File: config.mk
export PLATFORM = sky130hd
export DESIGN_NAME = ucrt_channel
export DESIGN_NICKNAME = d
export VERILOG_FILES = /design/src/ucrt_pkg.sv /design/src/ucrt_rx_level.sv /design/src/ucrt_channel.sv
export SDC_FILE = /design/constraint.sdc
export NUM_CORES = 1
export LEC_CHECK = 0
export CORE_MARGIN = 2
export CORE_UTILIZATION = 57
export CTS_CLUSTER_DIAMETER = 200
export CTS_CLUSTER_SIZE = 40
export DETAILED_ROUTE_END_ITERATION = 10
export DONT_BUFFER_PORTS = 1
export MAX_ROUTING_LAYER = met4
export PLACE_DENSITY = 0.76
export SLEW_MARGIN = 5
export SYNTH_ARGS = -nofsm -noshare
export SYNTH_HDL_FRONTEND = slang
export SYNTH_SLANG_ARGS = --single-unit
export TNS_END_PERCENT = 1
File: constraint.sdc
create_clock -name core_clk -period 3.9 [get_ports core_clk]
set_input_delay 0.585 -clock core_clk [delete_from_list [all_inputs] [get_ports core_clk]]
set_output_delay 0.585 -clock core_clk [all_outputs]
set_load 0.03 [all_outputs]
File: src/ucrt_pkg.sv
package ucrt_pkg;
  // ----------------------------------------------------------------
  // Register offsets
  // ----------------------------------------------------------------
  localparam logic [4:0] OFS_RX_HOLD     = 5'h00;
  localparam logic [4:0] OFS_INT_EN      = 5'h01;
  localparam logic [4:0] OFS_INT_STAT    = 5'h02;
  localparam logic [4:0] OFS_LINE_CTL    = 5'h03;
  localparam logic [4:0] OFS_MODEM_CTL   = 5'h04;
  localparam logic [4:0] OFS_LINE_STAT   = 5'h05;
  localparam logic [4:0] OFS_MODEM_STAT  = 5'h06;
  localparam logic [4:0] OFS_SCRATCH     = 5'h07;
  localparam logic [4:0] OFS_DIV_LOW     = 5'h08;
  localparam logic [4:0] OFS_DIV_HIGH    = 5'h09;
  localparam logic [4:0] OFS_FEAT_CTL    = 5'h0A;
  localparam logic [4:0] OFS_ENH_FEAT    = 5'h0B;
  localparam logic [4:0] OFS_TX_CNT      = 5'h0C;
  localparam logic [4:0] OFS_TX_TRG      = 5'h0D;
  localparam logic [4:0] OFS_RX_CNT      = 5'h0E;
  localparam logic [4:0] OFS_RX_TRG      = 5'h0F;
  localparam logic [4:0] OFS_SPEC_CHAR   = 5'h10;
  localparam logic [4:0] OFS_RESUME_ONE  = 5'h11;
  localparam logic [4:0] OFS_RESUME_TWO  = 5'h12;
  localparam logic [4:0] OFS_PAUSE_ONE   = 5'h13;
  localparam logic [4:0] OFS_PAUSE_TWO   = 5'h14;
  localparam logic [4:0] OFS_FIFO_CTL    = 5'h15;
  localparam logic [4:0] OFS_EVT_STAT    = 5'h16;
  localparam logic [4:0] OFS_EVT_MASK    = 5'h17;
  // ----------------------------------------------------------------
  // Reset values and fields
  // ----------------------------------------------------------------
  localparam logic [7:0] RST_ZERO        = 8'h00;
  localparam logic [7:0] RST_INT_STAT    = 8'h01;
  localparam logic [7:0] RST_LINE_STAT   = 8'h60;
  localparam logic [7:0] RST_SCRATCH     = 8'hFF;
  localparam logic [7:0] ISR_RX_TRIGGER  = 8'h04;
  localparam logic [7:0] FIFO_MAX        = 8'h40;
  localparam int         IER_RX_BIT      = 0;
  localparam int         MCR_DTR_BIT     = 0;
  localparam int         MCR_RTS_BIT     = 1;
  localparam int         MCR_IR_BIT      = 6;
  localparam int         LCR_BREAK_BIT   = 6;
  localparam int         EVT_RX_TRG_BIT  = 0;
  localparam int         EVT_RX_OVF_BIT  = 1;
  localparam int         EVT_BITS        = 2;
endpackage : ucrt_pkg

File: src/ucrt_rx_level.sv
`timescale 1ns/100ps
// Receive FIFO occupancy count and trigger compare
module ucrt_rx_level #(
  parameter int DEPTH = 64
) (
  input  wire logic       core_clk,
  input  wire logic       sys_rst,
  input  wire logic       push,
  input  wire logic       pop,
  input  wire logic       flush,
  input  wire logic [7:0] trigger,
  output logic      [7:0] level,
  output logic            at_trigger,
  output logic            overflow
);
  initial begin
    if (DEPTH < 1 || DEPTH > 255) $error("ucrt_rx_level: DEPTH out of range");
  end

  localparam logic [7:0] DEPTH_B = 8'(DEPTH);
  logic do_push;
  logic do_pop;
  assign do_push = push && (level != DEPTH_B);
  assign do_pop  = pop && (level != ucrt_pkg::RST_ZERO);
  assign overflow = push && !pop && (level == DEPTH_B);

  // ----------------------------------------------------------------
  // Level counter
  // ----------------------------------------------------------------
  always_ff @(posedge core_clk) begin
    if (sys_rst || flush) begin
      level <= ucrt_pkg::RST_ZERO;
    end else if (do_push && !do_pop) begin
      level <= level + 8'h01;
    end else if (do_pop && !do_push) begin
      level <= level - 8'h01;
    end
  end

  // Level comparison; trigger zero means always at level
  assign at_trigger = (level >= trigger);
endmodule : ucrt_rx_level

File: src/ucrt_channel.sv
`timescale 1ns/100ps
// One UART channel: reset defaults, registers and receive trigger
module ucrt_channel #(
  parameter int FIFO_DEPTH = 64
) (
  input  wire logic       core_clk,
  input  wire logic       sys_rst,
  input  wire logic [4:0] reg_addr,
  input  wire logic [7:0] reg_wdata,
  input  wire logic       reg_wr,
  input  wire logic       reg_rd,
  output logic      [7:0] reg_rdata,
  input  wire logic       rx_push,
  input  wire logic [7:0] rx_byte,
  input  wire logic       tx_push,
  input  wire logic       tx_pop,
  input  wire logic [3:0] modem_in,
  output logic            serial_out,
  output logic            infrared_out,
  output logic            rts_n,
  output logic            dtr_n,
  output logic            irq
);
  initial begin
    if (FIFO_DEPTH != 64) $error("ucrt_channel: FIFO_DEPTH must be 64");
  end

  // ----------------------------------------------------------------
  // Register storage
  // ----------------------------------------------------------------
  localparam int EVT_W = ucrt_pkg::EVT_BITS;
  logic [7:0] interrupt_enable_reg;
  logic [7:0] fifo_control_reg;
  logic [7:0] line_control_reg;
  logic [7:0] modem_control_reg;
  logic [7:0] scratchpad_reg;
  logic [7:0] feature_control_reg;
  logic [7:0] enhanced_feature_reg;
  logic [7:0] tx_fifo_trigger_reg;
  logic [7:0] rx_trigger_setting_reg;
  logic [7:0] special_char_status_reg;
  logic [7:0] resume_char_one_reg;
  logic [7:0] resume_char_two_reg;
  logic [7:0] pause_char_one_reg;
  logic [7:0] pause_char_two_reg;
  logic [7:0] baud_divisor_low_reg;
  logic [7:0] baud_divisor_high_reg;
  logic [7:0] receive_holding_reg;
  logic [7:0] tx_fifo_level_count_reg;
  logic [3:0] modem_sync1_reg;
  logic [3:0] modem_sync2_reg;
  logic [3:0] modem_prev_reg;
  logic [3:0] modem_delta_reg;
  logic [3:0] modem_delta_next;
  logic [EVT_W-1:0] evt_stat_reg;
  logic [EVT_W-1:0] evt_mask_reg;
  logic [EVT_W-1:0] evt_set;
  logic [7:0] interrupt_status_next;
  logic [7:0] line_status_next;
  logic [7:0] rd_next;
  logic [7:0] rx_fifo_level_count;
  logic       rx_at_trigger;
  logic       rx_overflow;
  logic       rx_pop;
  logic       rx_flush;
  logic       rx_trg_irq;

  // Address decode helper, shared by write and read paths
  function automatic logic hit(input logic [4:0] a, input logic [4:0] ofs);
    hit = (a == ofs);
  endfunction : hit

  // ----------------------------------------------------------------
  // Receive level tracking
  // ----------------------------------------------------------------
  assign rx_pop   = reg_rd && hit(reg_addr, ucrt_pkg::OFS_RX_HOLD);
  assign rx_flush = reg_wr && hit(reg_addr, ucrt_pkg::OFS_FIFO_CTL) && reg_wdata[1];

  ucrt_rx_level #(
    .DEPTH (FIFO_DEPTH)
  ) u_rx_level (
    .core_clk   (core_clk),
    .sys_rst    (sys_rst),
    .push       (rx_push),
    .pop        (rx_pop),
    .flush      (rx_flush),
    .trigger    (rx_trigger_setting_reg),
    .level      (rx_fifo_level_count),
    .at_trigger (rx_at_trigger),
    .overflow   (rx_overflow)
  );

  // Trigger interrupt only with data present; clears when level drops
  assign rx_trg_irq = interrupt_enable_reg[ucrt_pkg::IER_RX_BIT] && rx_at_trigger
                      && (rx_fifo_level_count != ucrt_pkg::RST_ZERO);

  // ----------------------------------------------------------------
  // Software-written registers
  // ----------------------------------------------------------------
  always_ff @(posedge core_clk) begin
    if (sys_rst) begin
      interrupt_enable_reg    <= ucrt_pkg::RST_ZERO;
      fifo_control_reg        <= ucrt_pkg::RST_ZERO;
      line_control_reg        <= ucrt_pkg::RST_ZERO;
      modem_control_reg       <= ucrt_pkg::RST_ZERO;
      feature_control_reg     <= ucrt_pkg::RST_ZERO;
      enhanced_feature_reg    <= ucrt_pkg::RST_ZERO;
      tx_fifo_trigger_reg     <= ucrt_pkg::RST_ZERO;
      rx_trigger_setting_reg  <= ucrt_pkg::RST_ZERO;
      resume_char_one_reg     <= ucrt_pkg::RST_ZERO;
      resume_char_two_reg     <= ucrt_pkg::RST_ZERO;
      pause_char_one_reg      <= ucrt_pkg::RST_ZERO;
      pause_char_two_reg      <= ucrt_pkg::RST_ZERO;
      scratchpad_reg          <= ucrt_pkg::RST_SCRATCH;
      evt_mask_reg            <= '0;
    end else if (reg_wr) begin
      case (reg_addr)
        ucrt_pkg::OFS_INT_EN:     interrupt_enable_reg <= reg_wdata;
        ucrt_pkg::OFS_FIFO_CTL:   fifo_control_reg     <= reg_wdata;
        ucrt_pkg::OFS_LINE_CTL:   line_control_reg     <= reg_wdata;
        ucrt_pkg::OFS_MODEM_CTL:  modem_control_reg    <= reg_wdata;
        ucrt_pkg::OFS_SCRATCH:    scratchpad_reg       <= reg_wdata;
        ucrt_pkg::OFS_FEAT_CTL:   feature_control_reg  <= reg_wdata;
        ucrt_pkg::OFS_ENH_FEAT:   enhanced_feature_reg <= reg_wdata;
        ucrt_pkg::OFS_TX_TRG: begin
          // Values above full depth would never fire; saturate them
          tx_fifo_trigger_reg <= (reg_wdata > ucrt_pkg::FIFO_MAX) ?
                                 ucrt_pkg::FIFO_MAX : reg_wdata;
        end
        ucrt_pkg::OFS_RX_TRG: begin
          rx_trigger_setting_reg <= (reg_wdata > ucrt_pkg::FIFO_MAX) ?
                                    ucrt_pkg::FIFO_MAX : reg_wdata;
        end
        ucrt_pkg::OFS_RESUME_ONE: resume_char_one_reg  <= reg_wdata;
        ucrt_pkg::OFS_RESUME_TWO: resume_char_two_reg  <= reg_wdata;
        ucrt_pkg::OFS_PAUSE_ONE:  pause_char_one_reg   <= reg_wdata;
        ucrt_pkg::OFS_PAUSE_TWO:  pause_char_two_reg   <= reg_wdata;
        ucrt_pkg::OFS_EVT_MASK:   evt_mask_reg         <= reg_wdata[EVT_W-1:0];
        default: begin
        end
      endcase
    end
  end

  // Divisors and holding data keep no reset, saving reset fan-out
  always_ff @(posedge core_clk) begin
    if (reg_wr && hit(reg_addr, ucrt_pkg::OFS_DIV_LOW)) begin
      baud_divisor_low_reg <= reg_wdata;
    end
    if (reg_wr && hit(reg_addr, ucrt_pkg::OFS_DIV_HIGH)) begin
      baud_divisor_high_reg <= reg_wdata;
    end
    if (rx_push) begin
      receive_holding_reg <= rx_byte;
    end
  end

  // ----------------------------------------------------------------
  // Hardware status: transmit level, special character, modem
  // ----------------------------------------------------------------
  always_ff @(posedge core_clk) begin
    if (sys_rst || (reg_wr && hit(reg_addr, ucrt_pkg::OFS_FIFO_CTL) && reg_wdata[2])) begin
      tx_fifo_level_count_reg <= ucrt_pkg::RST_ZERO;
    end else if (tx_push && !tx_pop && tx_fifo_level_count_reg != ucrt_pkg::FIFO_MAX) begin
      tx_fifo_level_count_reg <= tx_fifo_level_count_reg + 8'h01;
    end else if (tx_pop && !tx_push && tx_fifo_level_count_reg != ucrt_pkg::RST_ZERO) begin
      tx_fifo_level_count_reg <= tx_fifo_level_count_reg - 8'h01;
    end
  end

  // Special character match against second pause character
  always_ff @(posedge core_clk) begin
    if (sys_rst) begin
      special_char_status_reg <= ucrt_pkg::RST_ZERO;
    end else if (rx_push && enhanced_feature_reg[5] && rx_byte == pause_char_two_reg) begin
      special_char_status_reg <= rx_byte;
    end
  end

  // Two-stage sync for the modem pins; only stage two is read
  always_ff @(posedge core_clk) begin
    modem_sync1_reg <= modem_in;
    modem_sync2_reg <= modem_sync1_reg;
  end

  // Change bits: a new change wins over the read that clears
  always_comb begin
    modem_delta_next = modem_delta_reg;
    if (reg_rd && hit(reg_addr, ucrt_pkg::OFS_MODEM_STAT)) begin
      modem_delta_next = 4'h0;
    end
    modem_delta_next = modem_delta_next | (modem_sync2_reg ^ modem_prev_reg);
  end

  always_ff @(posedge core_clk) begin
    modem_prev_reg <= modem_sync2_reg;
    if (sys_rst) begin
      modem_delta_reg <= 4'h0;
    end else begin
      modem_delta_reg <= modem_delta_next;
    end
  end

  // ----------------------------------------------------------------
  // Event status, write one to clear, set wins
  // ----------------------------------------------------------------
  always_comb begin
    evt_set = '0;
    evt_set[ucrt_pkg::EVT_RX_TRG_BIT] = rx_trg_irq;
    evt_set[ucrt_pkg::EVT_RX_OVF_BIT] = rx_overflow;
  end

  always_ff @(posedge core_clk) begin
    if (sys_rst) begin
      evt_stat_reg <= '0;
    end else if (reg_wr && hit(reg_addr, ucrt_pkg::OFS_EVT_STAT)) begin
      evt_stat_reg <= (evt_stat_reg & ~reg_wdata[EVT_W-1:0]) | evt_set;
    end else begin
      evt_stat_reg <= evt_stat_reg | evt_set;
    end
  end

  // ----------------------------------------------------------------
  // Derived status views
  // ----------------------------------------------------------------
  always_comb begin
    interrupt_status_next = rx_trg_irq ? ucrt_pkg::ISR_RX_TRIGGER
                                       : ucrt_pkg::RST_INT_STAT;
    line_status_next = ucrt_pkg::RST_LINE_STAT;
    if (tx_fifo_level_count_reg != ucrt_pkg::RST_ZERO) begin
      line_status_next[6:5] = 2'b00;
    end
    line_status_next[0] = (rx_fifo_level_count != ucrt_pkg::RST_ZERO);
    line_status_next[1] = evt_stat_reg[ucrt_pkg::EVT_RX_OVF_BIT];
  end

  // ----------------------------------------------------------------
  // Read path, data one cycle after the strobe
  // ----------------------------------------------------------------
  always_comb begin
    rd_next = ucrt_pkg::RST_ZERO;
    case (reg_addr)
      ucrt_pkg::OFS_RX_HOLD:    rd_next = receive_holding_reg;
      ucrt_pkg::OFS_INT_EN:     rd_next = interrupt_enable_reg;
      ucrt_pkg::OFS_INT_STAT:   rd_next = interrupt_status_next;
      ucrt_pkg::OFS_LINE_CTL:   rd_next = line_control_reg;
      ucrt_pkg::OFS_MODEM_CTL:  rd_next = modem_control_reg;
      ucrt_pkg::OFS_LINE_STAT:  rd_next = line_status_next;
      ucrt_pkg::OFS_MODEM_STAT: rd_next = {modem_sync2_reg, modem_delta_reg};
      ucrt_pkg::OFS_SCRATCH:    rd_next = scratchpad_reg;
      ucrt_pkg::OFS_DIV_LOW:    rd_next = baud_divisor_low_reg;
      ucrt_pkg::OFS_DIV_HIGH:   rd_next = baud_divisor_high_reg;
      ucrt_pkg::OFS_FEAT_CTL:   rd_next = feature_control_reg;
      ucrt_pkg::OFS_ENH_FEAT:   rd_next = enhanced_feature_reg;
      ucrt_pkg::OFS_TX_CNT:     rd_next = tx_fifo_level_count_reg;
      ucrt_pkg::OFS_RX_CNT:     rd_next = rx_fifo_level_count;
      ucrt_pkg::OFS_SPEC_CHAR:  rd_next = special_char_status_reg;
      ucrt_pkg::OFS_RESUME_ONE: rd_next = resume_char_one_reg;
      ucrt_pkg::OFS_RESUME_TWO: rd_next = resume_char_two_reg;
      ucrt_pkg::OFS_PAUSE_ONE:  rd_next = pause_char_one_reg;
      ucrt_pkg::OFS_PAUSE_TWO:  rd_next = pause_char_two_reg;
      ucrt_pkg::OFS_EVT_STAT:   rd_next[EVT_W-1:0] = evt_stat_reg;
      ucrt_pkg::OFS_EVT_MASK:   rd_next[EVT_W-1:0] = evt_mask_reg;
      default:                  rd_next = ucrt_pkg::RST_ZERO;
    endcase
  end

  always_ff @(posedge core_clk) begin
    if (sys_rst) begin
      reg_rdata <= ucrt_pkg::RST_ZERO;
    end else if (reg_rd) begin
      reg_rdata <= rd_next;
    end else begin
      reg_rdata <= ucrt_pkg::RST_ZERO;
    end
  end

  // ----------------------------------------------------------------
  // Pin drivers, all from flops
  // ----------------------------------------------------------------
  always_ff @(posedge core_clk) begin
    if (sys_rst) begin
      serial_out   <= 1'b1;
      infrared_out <= 1'b0;
      rts_n        <= 1'b1;
      dtr_n        <= 1'b1;
      irq          <= 1'b0;
    end else begin
      // No serialiser here: line idles, break forces low
      serial_out   <= !line_control_reg[ucrt_pkg::LCR_BREAK_BIT];
      infrared_out <= 1'b0;
      rts_n        <= !modem_control_reg[ucrt_pkg::MCR_RTS_BIT];
      dtr_n        <= !modem_control_reg[ucrt_pkg::MCR_DTR_BIT];
      irq          <= |(evt_stat_reg & evt_mask_reg);
    end
  end
endmodule : ucrt_channel

[Yosys cells after proc, flatten, opt, wreduce, memory -nomap -nowiden]
Cells that the tools add are included.
Operators by class
  add/subtract/negate cells: 4
  multipliers: 0
  divide/modulo/power cells: 0
  magnitude comparators: 2
  equal/unequal tests: 26
  shift-type cells: 0
  muxes and demuxes: 11
  bitwise gates (word level): 8
  reduce and logical (&&, ||, !) cells: 51
Operators with widths (count)
  $pmux 6 s19: 1
  $pmux 2 s21: 1
  $eq 5x5->1 const B: 8
  $mux 8: 5
  $eq 5x4->1 const B: 7
  $reduce_and 2->1: 12
  $logic_and 1x1->1: 22
  $eq 5x3->1 const B: 4
  $add 8x1->8 const B: 2
  $ne 8x7->1 const B: 2
  $reduce_bool 8->1: 2
  $sub 8x1->8 const B: 2
  $eq 5x2->1 const B: 2
  $eq 8x7->1 const B: 1
  $eq 8x8->1: 1
  $ge 8x8->1: 1
  $gt 8x7->1 const B: 1
  $logic_not 1->1: 8
  $eq 5x1->1 const B: 1
  $logic_not 5->1: 1
  $and 2x2->2: 2
  $mux 2: 2
  $mux 4: 1
  $or 2x2->2: 2
  other kinds (8): 11
Word-level totals
  bits in registers: 168
  latch bits: 0
  memory bits (writable): 0
  ROM bits: 0
  input bits: 32
  output and inout port bits: 13
  logic and storage cells: 130
  memories kept: 0

[Logic depth before layout (Yosys ltp)]
Gate-level depths: netlist (run 1).
  depth in word-level cells: 7
  gate-level depth with buffers: 13
  gate-level depth less buffers: 12

[Cells and area by module]
A second synthesis (run 1) with hierarchy kept.
Second synthesis, totals
  cell total of the unflattened synthesis: 825
  area, all modules: 7985.2 um^2
Modules (own cells, without submodules)
  ucrt_channel: times used 1, cells an instance 721, area an instance 7135.6 um^2, sequential area each 3443.3 um^2
  ucrt_rx_level: times used 1, cells an instance 104, area an instance 849.6 um^2, sequential area each 160.2 um^2

[Least setup slack after synthesis (run 1)]
Ideal clock, no wire load.
  path type: in2reg
  start: in reg_addr[4]
  end: reg u_rx_level.level[7]
  setup time: 0.070 ns
  arrival time: 3.281 ns
  required time: 3.830 ns
  slack: 0.549 ns
  stages on the path: 13
  buffers on the path: 1
  path through: buf_4 > or3_1 > nor3_4 > nand3_1 > ha_1 > inv_1 > ha_1 > a21oi_1 > o211ai_1 > o41ai_1 > xnor2_1 > or3_1 > a21oi_1
On the way
  longest elaborated chain between the ends: 6
  elaborated cells on any way between the ends: 12
  those cells by class: 1 x eq/ne; 1 x mux; 10 x reduce/logical
RTL lines
  from (decl): RTL line ucrt_channel.sv:8  | input wire logic [4:0] reg_addr,
  $logic_not 5->1: RTL line ucrt_channel.sv:70  | hit = (a == ofs);
  $logic_and 1x1->1: RTL line ucrt_channel.sv:76  | assign rx_pop = reg_rd && hit(reg_addr, ucrt_pkg::OFS_RX_HOLD);
  $logic_and 1x1->1: RTL line ucrt_rx_level.sv:24  | assign do_pop = pop && (level != ucrt_pkg::RST_ZERO);
  $logic_not 1->1: RTL line ucrt_rx_level.sv:33  | end else if (do_push && !do_pop) begin
  $logic_and 1x1->1: RTL line ucrt_rx_level.sv:33
  $mux 8 or $reduce_bool 2->1 (tied branches)
  to (signal assigned): RTL line ucrt_rx_level.sv:32  | level <= ucrt_pkg::RST_ZERO;
  to (signal assigned): RTL line ucrt_rx_level.sv:34  | level <= level + 8'h01;
  to (signal assigned): RTL line ucrt_rx_level.sv:36  | level <= level - 8'h01;
  to (decl): RTL line ucrt_rx_level.sv:12  | output logic [7:0] level,
Several ways; a longest one is shown, not always the timed one.
A chain may end at the register's enable or synchronous reset.

[Worst setup path after layout (run 1)]
  start: reg u_rx_level.level[3]
  end: reg u_rx_level.level[7]
On the way
  longest elaborated chain between the ends: 5
  elaborated cells on any way between the ends: 13
  those cells by class: 2 x add/sub; 1 x eq/ne; 2 x mux; 8 x reduce/logical
RTL lines
  parallel branches: the longest is 5 deep, another holds $sub 8x1->8
Parallel ways; which one is timed is not known. The select of a mux whose other input is x is not followed.

==> tab_implementation.tex, run 1 <==
\begin{tabular}{lr}
\hline
Metric & Value \\
\hline
\multicolumn{2}{l}{\textbf{Finish}} \\
NumNets Final & about 860 \\
Sequential cell area in the final layout & between 0.003 and 0.004 sq mm \\
Antenna cells & 0 \\
Area occupied by multi-input gates & 0.00387 sq mm \\
Layout cell share with drive strength beyond 1 & 0.0682 \\
Number of fill cells & approximately 1100 \\
Signed area change from the synthesized netlist to the final layout & 8.02\% \\
Share of the core filled with cells & 0.632 \\
Number of standard cells in the layout, taps in and fillers out & 997 \\
\multicolumn{2}{l}{\textbf{Route}} \\
Antenna Nets Post-Route & 0 \\
Number of DRC violations after detailed-routing iteration 0 & about 670 \\
Residual DRC & 0 \\
Total Routed Length & about 22000 um \\
Detail Route met3 WL & around 2500 um \\
Length of routed met2 wiring & about 10000 um \\
Routed length on met1 & roughly 8900 um \\
Routed vias & 6404 \\
First-pass detailed-route iteration total & 6 \\
Uppermost layer routed & met4 \\
Routed len/inst & around 22 um \\
Post-DR vias/cell & 6.42 \\
\multicolumn{2}{l}{\textbf{Critical path}} \\
Cell-by-cell trace of the critical path & nor4\_1 -> nand3\_1 -> and2\_1 -> ha\_1 -> inv\_1 -> ha\_1 -> a21oi\_1 -> o211ai\_1 -> o41ai\_1 -> xnor2\_1 -> or3\_1 -> a21oi\_1 \\
Arrival time of the worst setup path & about 3.5 ns \\
Start-to-end type of the worst setup path & reg -> reg \\
Reg-to-Reg End & u\_rx\_level.level[7]\$\_SDFFE\_PP0P\_ \\
Crit path capture type & flip-flop \\
Kind of start point of the critical path & flip-flop \\
Worst r2r path cells & 12 \\
Register-to-register setup slack & $\sim$0.75 ns \\
Largest incremental delay on the critical path & 0.39 ns \\
Maximum fanout count along the critical path & 7 \\
Required time at the worst-slack endpoint & 4.26 ns \\
Slowest cell on the critical path & nor4\_1 \\
R2R Path Start & u\_rx\_level.level[3]\$\_SDFFE\_PP0P\_ \\
\multicolumn{2}{l}{\textbf{Outcome}} \\
Result of the run & complete, no violations \\
\multicolumn{2}{l}{\textbf{Clock network}} \\
H-tree levels & 4 \\
Post-CTS Resized & 0 \\
Post-CTS Repair Setup Buffers & 0 \\
Hold buffer count at cts & 0 \\
CTS tree & yes \\
Root cell of the clock tree & clkbuf\_16 \\
Clk Latency, worst-skew pair & 0.43 ns \\
Number of sinks handled by clock tree synthesis & between 150 and 200 \\
Clock buffer count from CTS & 17 \\
Clock transition at path regs & 0.07 ns \\
Maximum buffer depth of the clock tree & 2 \\
\multicolumn{2}{l}{\textbf{Pwr}} \\
Relative contribution of combinational cells to total power & 0.193 \\
Int Pwr & around 3200 uW \\
Peak supply drop & 0.000452 V \\
Sequential share of power & 0.438 \\
Total power density per cell area & approximately 540 mW/mm\^{}2 \\
Net switching power figure & 1350 uW \\
Fraction of power spent switching nets & 0.294 \\
Static Leakage & roughly 0.0032 uW \\
Clock Power Share & 0.369 \\
\multicolumn{2}{l}{\textbf{Floorplan}} \\
Number of placed I/O pins & 45 \\
Site row count & 42 \\
Starting Density & 0.585 \\
Standard cell core area & approximately 0.013 sq mm \\
Die boundary height & between 100 and 150 um \\
Die area & between 0.01 and 0.015 sq mm \\
Die X & around 120 um \\
\multicolumn{2}{l}{\textbf{Logic synthesis}} \\
\#FFs+latches synth & 168 \\
Number of library cell types mapped by synthesis & 65 \\
Count of synthesis-stage warnings from yosys & 0 \\
Per-instance average area after synthesis & around 9.4 sq um \\
Share of async-settable or async-resettable flops after synthesis & 0 \\
Number of flops mapped to enable cells by yosys & 24 \\
Post-synthesis sequential area ratio & 0.463 \\
Gate Count Post-Synth & between 800 and 900 \\
Netlist area before placement & between 0.007 and 0.008 sq mm \\
Post-Synthesis Net Count & a little under 900 \\
Most used DFF post-synth & dfxtp\_1 \\
\multicolumn{2}{l}{\textbf{GRT}} \\
Maximum number of pins on one net before global-route repair & around 110 \\
Vias in the first global route & between 6000 and 7000 \\
Number of antenna violations at the first check in global routing & 1 \\
Wire length of the first global-routing pass & 34800 um \\
Overall global routing resource usage & 0.328 \\
Global route overflow & 0 \\
\multicolumn{2}{l}{\textbf{Timing}} \\
Slew Viols, Final & 0 \\
PnR worst setup slack & 0.747 ns \\
Transition time of the tightest slew-check pin & between 0.9 and 1 ns \\
Setup repair after global routing missed its margin & no \\
Relative slew margins & 0.342 \\
Final-layout worst hold slack & $\sim$0.17 ns \\
Fmax achieved & about 320 MHz \\
Final clock period utilization by the worst path & 0.808 \\
Setup Viol. Count Final & 0 \\
Setup Total Neg Slack & 0 ns \\
Final worst clock skew & about 0.0083 ns \\
Final critical-path required period & about 3.2 ns \\
Final hold viol count & 0 \\
\multicolumn{2}{l}{\textbf{Job}} \\
Number of max-cap violations & 0 \\
\multicolumn{2}{l}{\textbf{Placed design}} \\
Post-placement cell count & about 970 \\
Final weighted congestion in routability-driven placement & roughly 1 \\
Final HPWL from detailed placement & between 15000 and 20000 um \\
Dpl ws & around 0.51 ns \\
Number of port buffers & 0 \\
\multicolumn{2}{l}{\textbf{Worst hold path}} \\
Worst Min Path Start & modem\_in[3] \\
Min-Delay Path Depth & 0 \\
HP Class & in -> reg \\
Worst min-delay path endpoint & modem\_sync1\_reg[3]\$\_DFF\_P\_ \\
\hline
\end{tabular}
critical path, delay by kind of cell, from the launching register on:
| family | cells | cell delay, ns |
|---|---|---|
| flops | 1 | 0.38 |
| fa+ha+maj | 2 | 0.48 |
| buf+inv | 1 | 0.21 |
| compound gates | 4 | 0.83 |
| xor+xnor | 1 | 0.12 |
| simple gates | 4 | 1.06 |
cell usage in the layout, fill, tap and decap left out, drive strengths merged, types with 17 or more instances in the layout:
master	n
nand3	51
mux2i	66
nor2	104
inv	23
dfxtp	144
clkbuf	20
ha	21
nand2	74
a21oi	65
nor3	17
a22oi	41
edfxtp	24
per-layer routing:
layer  track usage  vias up
li1              -     2926
met1         0.423     3032
met2         0.485      375
met3         0.100       71
met4         0.122        0
met5             -        -
worst max-delay path by stage:
stage,start,end,slack (ns)
floorplan,reg_addr[4],u_rx_level.level[7]$_SDFFE_PP0P_,0.55
global placement,reg_addr[3],u_rx_level.level[7]$_SDFFE_PP0P_,0.55
detailed placement,reg_addr[3],u_rx_level.level[7]$_SDFFE_PP0P_,0.51
CTS,u_rx_level.level[3]$_SDFFE_PP0P_,u_rx_level.level[7]$_SDFFE_PP0P_,0.74
global route,u_rx_level.level[3]$_SDFFE_PP0P_,u_rx_level.level[7]$_SDFFE_PP0P_,0.50
finish,u_rx_level.level[3]$_SDFFE_PP0P_,u_rx_level.level[7]$_SDFFE_PP0P_,0.75
cells by family (layout without fill, tap and decap cells):
kind of cell,after synthesis,count (layout),synth area share
AND/OR/NAND/NOR,305,305,0.194
AO/OA/AOI/OAI,171,171,0.145
flip-flops,168,168,0.463
multiplexers,69,69,0.0892
buffers and inverters,69,58,0.0397
XOR/XNOR,26,26,0.0293
adder cells (fa/ha/maj),23,23,0.0389
other,1,1,0.000482
power groups by stage:
stage	logic (uW)	registers [uW]	clock network, uW
final	882	2010	1690
after floorplan	767	1980	0
after CTS	878	2000	1700
after global placement	827	2040	0
after detailed placement	860	2040	0
after global routing	978	2020	1780
cells in the mapped netlist (all sizes together) (2+ instances only):
library cell,instances,share of area
nand4,3,0.0024
a221oi,4,0.0045
clkbuf,27,0.013
and4,3,0.0034
mux2i,66,0.085
a22oi,41,0.040
nand3,51,0.033
inv,18,0.0087
nand2,74,0.037
a211o,8,0.0090
xnor2,12,0.014
o211ai,6,0.0058
a22o,4,0.0045
a41oi,2,0.0032
a211oi,3,0.0029
a222oi,2,0.0026
or3b,3,0.0034
nand2b,9,0.0072
o21ai,11,0.0071
edfxtp,24,0.093
a21o,5,0.0048
nor2b,14,0.011
ha,21,0.034
buf,24,0.018
a21oi,65,0.042
or3,3,0.0024
nor2,104,0.053
o21bai,3,0.0029
a31oi,8,0.0064
nor3b,2,0.0019
mux2,3,0.0043
and3,5,0.0040
xor2,14,0.016
and2,3,0.0024
dfxtp,144,0.37
nand3b,3,0.0029
fa,2,0.0051
nor3,17,0.016
o41ai,2,0.0023
nor4,9,0.010
through the flow:
step | total power (uW) | cell area [sq um]
final | 4580 | 8410
after global routing | 4780 | 8410
after CTS | 4580 | 8410
after detailed placement | 2900 | 7820
after global placement | 2870 | 7820
after floorplan | 2740 | 7780
area by class of cell:
cell class / instances / area share
clock inverter: 12 / 0.0165
tap: 176 / 0.0262
multi-input combinational: 595 / 0.460
timing repair buffer: 8 / 0.00714
clock buffer: 20 / 0.0531
inverter: 18 / 0.00804
sequential: 168 / 0.429
Power figures use the tool's default switching activity.
==> run 2: changes to the inputs <==
--- a/config.mk
+++ b/config.mk
@@ -5,6 +5,7 @@
 export SDC_FILE = /design/constraint.sdc
 export NUM_CORES = 1
 export LEC_CHECK = 0
+export ABC_AREA = 1
 export CORE_MARGIN = 2
 export CORE_UTILIZATION = 57
 export CTS_CLUSTER_DIAMETER = 200
@@ -12,7 +13,7 @@
 export DETAILED_ROUTE_END_ITERATION = 10
 export DONT_BUFFER_PORTS = 1
 export MAX_ROUTING_LAYER = met4
-export PLACE_DENSITY = 0.76
+export PLACE_DENSITY = 0.79
 export SLEW_MARGIN = 5
 export SYNTH_ARGS = -nofsm -noshare
 export SYNTH_HDL_FRONTEND = slang
==> constraint.sdc (replaced) <==
create_clock -name core_clk -period 2.83 [get_ports core_clk]
set_input_delay 0.4245 -clock core_clk [delete_from_list [all_inputs] [get_ports core_clk]]
set_output_delay 0.4245 -clock core_clk [all_outputs]
set_load 0.03 [all_outputs]
==> run 2 against run 1 <==
Against the previous run:
- global-route usage shrank 0.066 points
- non-clock buffer count up 6
- clock power is 30% higher
- sequential power up 29%
- clock skew grew 0.0026 ns
- critical path type unchanged
- critical endpoint is now u_rx_level.level[5]$_SDFFE_PP0P_
- largest power group unchanged
- highest routed layer unchanged
==> tab_implementation.tex, run 2 <==
\begin{tabular}{lr}
\hline
Metric & Value \\
\hline
\multicolumn{2}{l}{\textbf{Outcome}} \\
Result of the run & complete, no violations \\
\multicolumn{2}{l}{\textbf{Clock network}} \\
Clock transition at path regs & around 0.070 ns \\
Maximum buffer depth of the clock tree & 2 \\
CTS tree & yes \\
Root cell of the clock tree & clkbuf\_16 \\
Clk Latency, worst-skew pair & about 0.44 ns \\
Number of sinks handled by clock tree synthesis & 168 \\
H-tree levels & 4 \\
Clock buffer count from CTS & 17 \\
\multicolumn{2}{l}{\textbf{GRT}} \\
GR met2 Demand/Resource & 0.466 \\
Vias in the first global route & between 6000 and 7000 \\
Global route overflow & 0 \\
Maximum number of pins on one net before global-route repair & between 50 and 60 \\
Busiest metal layer after global routing & met2 \\
Wire length of the first global-routing pass & $\sim$35000 um \\
M1 GR Usage & 0.446 \\
Number of antenna violations at the first check in global routing & 0 \\
Met3 usage in global routing & 0.0813 \\
Overall global routing resource usage & 0.327 \\
\multicolumn{2}{l}{\textbf{Logic synthesis}} \\
Largest family of logic cells by synthesized area & simple AND/OR/NAND/NOR gates \\
Number of flops mapped to enable cells by yosys & 24 \\
Netlist area before placement & about 0.008 sq mm \\
Count of synthesis-stage warnings from yosys & 0 \\
Number of library cell types mapped by synthesis & 36 \\
Xor/xnor cell area share of the yosys netlist & 0.0189 \\
Compound-cell area share of the yosys netlist & 0.146 \\
Ranking of synthesized cells by area & dfxtp\_1 (37\%), nand2\_1 (14\%), edfxtp\_1 (9.2\%), a21oi\_1 (7.5\%), nor2\_1 (5.0\%) \\
Simple-gate portion of the synthesized area & 0.269 \\
Post-synthesis cell type with the largest combined area & dfxtp\_1 \\
Most used DFF post-synth & dfxtp\_1 \\
Per-instance average area after synthesis & roughly 7.3 sq um \\
Top-count cell post-synth & nand2\_1 \\
Share of async-settable or async-resettable flops after synthesis & 0 \\
Portion of synthesized cell area occupied by the leading cell type & 0.367 \\
Gate Count Post-Synth & $\sim$1100 \\
Post-synthesis sequential area ratio & 0.459 \\
Proportion of synthesized area in mux cells & 0 \\
Arithmetic-cell share of the synthesized area counting full adders, half adders and majority gates & 0.0385 \\
Synth cell count leaders & nand2\_1 (291), dfxtp\_1 (144), a21oi\_1 (117), nor2\_1 (104), inv\_1 (89) \\
\#FFs+latches synth & between 150 and 200 \\
Post-Synthesis Net Count & approximately 1100 \\
\multicolumn{2}{l}{\textbf{Pwr}} \\
Static Leakage & between 0.003 and 0.004 uW \\
Peak supply drop & $\sim$0.00052 V \\
Total power density per cell area & around 640 mW/mm\^{}2 \\
Fraction of power spent switching nets & 0.278 \\
Int Pwr & $\sim$4000 uW \\
Clock Power Share & 0.398 \\
Relative contribution of combinational cells to total power & 0.134 \\
Tot Pwr & 5540 uW \\
Sequential share of power & 0.468 \\
Net switching power figure & about 1500 uW \\
\multicolumn{2}{l}{\textbf{Finish}} \\
Share of the core filled with cells & 0.644 \\
Leading cell type in the layout, fill and taps excluded & nand2\_1 \\
NumNets Final & 1122 \\
Layout cell share with drive strength beyond 1 & 0.0657 \\
Antenna cells & 0 \\
Number of fill cells & 1191 \\
Area of all placed cells without fillers & around 0.0086 sq mm \\
Signed area change from the synthesized netlist to the final layout & 9.39\% \\
Commonest non-fill, non-tap cells in the layout & nand2\_1 (291), dfxtp\_1 (144), a21oi\_1 (117) \\
\multicolumn{2}{l}{\textbf{Route}} \\
Total Routed Length & $\sim$23000 um \\
Routed len/inst & 18.1 um \\
First-pass detailed-route iteration total & 7 \\
Routed vias & around 7100 \\
Residual DRC & 0 \\
Number of DRC violations after detailed-routing iteration 0 & 1000 \\
Antenna Nets Post-Route & 0 \\
Post-DR vias/cell & 5.69 \\
\multicolumn{2}{l}{\textbf{Timing}} \\
Final hold viol count & 0 \\
Fmax achieved & between 300 and 400 MHz \\
Relative slew margins & 0.513 \\
Transition time of the tightest slew-check pin & around 0.73 ns \\
Final critical-path required period & around 2.5 ns \\
Setup Total Neg Slack & 0 ns \\
Slew Viols, Final & 0 \\
Final clock period utilization by the worst path & 0.900 \\
Setup Viol. Count Final & 0 \\
Setup repair after global routing missed its margin & no \\
Final worst clock skew & approximately 0.011 ns \\
\multicolumn{2}{l}{\textbf{Floorplan}} \\
Number of placed I/O pins & 45 \\
Die X & roughly 120 um \\
Starting Density & 0.589 \\
Standard cell core area & about 0.013 sq mm \\
Die boundary height & between 100 and 150 um \\
Site row count & 42 \\
Die area & 0.0147 sq mm \\
\multicolumn{2}{l}{\textbf{Worst hold path}} \\
HP Class & in -> reg \\
Worst Min Path Start & sys\_rst \\
Min-Delay Path Depth & 1 \\
Worst min-delay path endpoint & evt\_mask\_reg[0]\$\_SDFFE\_PP0P\_ \\
\multicolumn{2}{l}{\textbf{Critical path}} \\
Critical Path Stages & 13 \\
Critical path's most frequent cell & inv\_1 \\
Cell-by-cell trace of the critical path & inv\_1 -> nand4\_1 -> nor4\_2 -> nor2\_1 -> ha\_1 -> inv\_1 -> ha\_1 -> nand3\_1 -> nand3\_1 -> a21oi\_1 -> xnor2\_1 -> o21ai\_0 -> inv\_1 \\
Slowest cell on the critical path & dfxtp\_1 \\
Arrival time of the worst setup path & approximately 2.9 ns \\
Worst path buffer plus inverter count & 3 \\
Maximum fanout count along the critical path & 7 \\
Register-to-register setup slack & approximately 0.28 ns \\
Crit path capture type & flip-flop \\
Kind of start point of the critical path & flip-flop \\
Largest incremental delay on the critical path & approximately 0.37 ns \\
Required time at the worst-slack endpoint & approximately 3.2 ns \\
Start-to-end type of the worst setup path & reg -> reg \\
Worst r2r path cells & 13 \\
Reg-to-Reg End & u\_rx\_level.level[5]\$\_SDFFE\_PP0P\_ \\
R2R Path Start & u\_rx\_level.level[0]\$\_SDFFE\_PP0P\_ \\
Kind of cell adding the most delay to the critical path & simple AND/OR/NAND/NOR gates \\
\multicolumn{2}{l}{\textbf{Job}} \\
Number of max-cap violations & 0 \\
\multicolumn{2}{l}{\textbf{Placed design}} \\
Final HPWL from detailed placement & 16200 um \\
Post-DP Area & 0.00799 sq mm \\
Number of port buffers & 0 \\
Final weighted congestion in routability-driven placement & between 1 and 1.5 \\
\hline
\end{tabular}
[run 2: changes by cell type in the layout (fill, tap and decap cells not counted), moves of 14 or more]
cell,before,now
inv_1,17,89
a22oi_1,41,0
o21ai_0,7,70
nor2b_1,14,0
mux2i_1,66,0
a21oi_1,65,117
nand3_1,51,75
nand2_1,72,291
[run 2: what timing repair did]
action | in CTS | in global routing
hold buffers | 3 | 1
hold endpoints to repair | 3 | 1
gates resized for setup | 0 | 1
setup buffers | 0 | 0
setup endpoints to repair | 0 | 2
[run 2: logic make-up (layout without fill, tap and decap cells)]
kind of cell | Yosys count | in the layout
flops | 168 | 168
other cells | 1 | 1
simple gates | 509 | 509
xor+xnor | 17 | 17
fa+ha+maj | 23 | 23
compound gates | 217 | 217
buf+inv | 136 | 145
[run 2: power groups by stage]
stage	clock (uW)	combinational, uW	sequential [uW]
after global placement	0	705	2640
after floorplan	0	604	2620
after detailed placement	0	719	2650
final	2200	742	2600
after global routing	2320	834	2600
after CTS	2210	728	2590
[run 2: layer usage]
metal,wire (um),part of all wire,up-vias
met5,0,0,-
met2,9900,0.44,313
li1,-,-,3499
met1,9840,0.43,3275
met3,2250,0.099,61
met4,761,0.033,0
[run 2: worst max-delay path by stage]
stage	start	endpoint
5_1_grt	u_rx_level.level[0]$_SDFFE_PP0P_	u_rx_level.level[5]$_SDFFE_PP0P_
3_3_place_gp	reg_addr[3]	u_rx_level.level[5]$_SDFFE_PP0P_
4_1_cts	u_rx_level.level[0]$_SDFFE_PP0P_	u_rx_level.level[5]$_SDFFE_PP0P_
2_1_floorplan	reg_addr[2]	u_rx_level.level[5]$_SDFFE_PP0P_
3_5_place_dp	u_rx_level.level[0]$_SDFFE_PP0P_	u_rx_level.level[5]$_SDFFE_PP0P_
6_report	u_rx_level.level[0]$_SDFFE_PP0P_	u_rx_level.level[5]$_SDFFE_PP0P_
[run 2: area by class of cell]
cell class	count	area [sq um]	share of cell area
Tap cell	176	220	0.0256
Sequential cell	168	3600	0.419
Multi-Input combinational cell	767	3730	0.434
Clock inverter	11	86.3	0.0100
Timing Repair Buffer	14	115	0.0134
Clock buffer	21	472	0.0549
Inverter	99	372	0.0432
[run 2: through the flow]
step                worst slack, ns  instances  hold WS (ns)
floorplan                     0.290       1071         0.310
global placement              0.355       1220         0.310
detailed placement            0.264       1220         0.314
CTS                           0.254       1255       0.00108
global route                 0.0605       1256        0.0493
finish                        0.284       1256        0.0582
[run 2: worst reg2reg max path, cell delays in order (launching register included)]
cell and delay (ns):
dfxtp_1 0.37, inv_1 0.12, nand4_1 0.15, nor4_2 0.21, nor2_1 0.07, ha_1 0.21
inv_1 0.22, ha_1 0.34, nand3_1 0.11, nand3_1 0.13, a21oi_1 0.21, xnor2_1 0.09
o21ai_0 0.15, inv_1 0.05
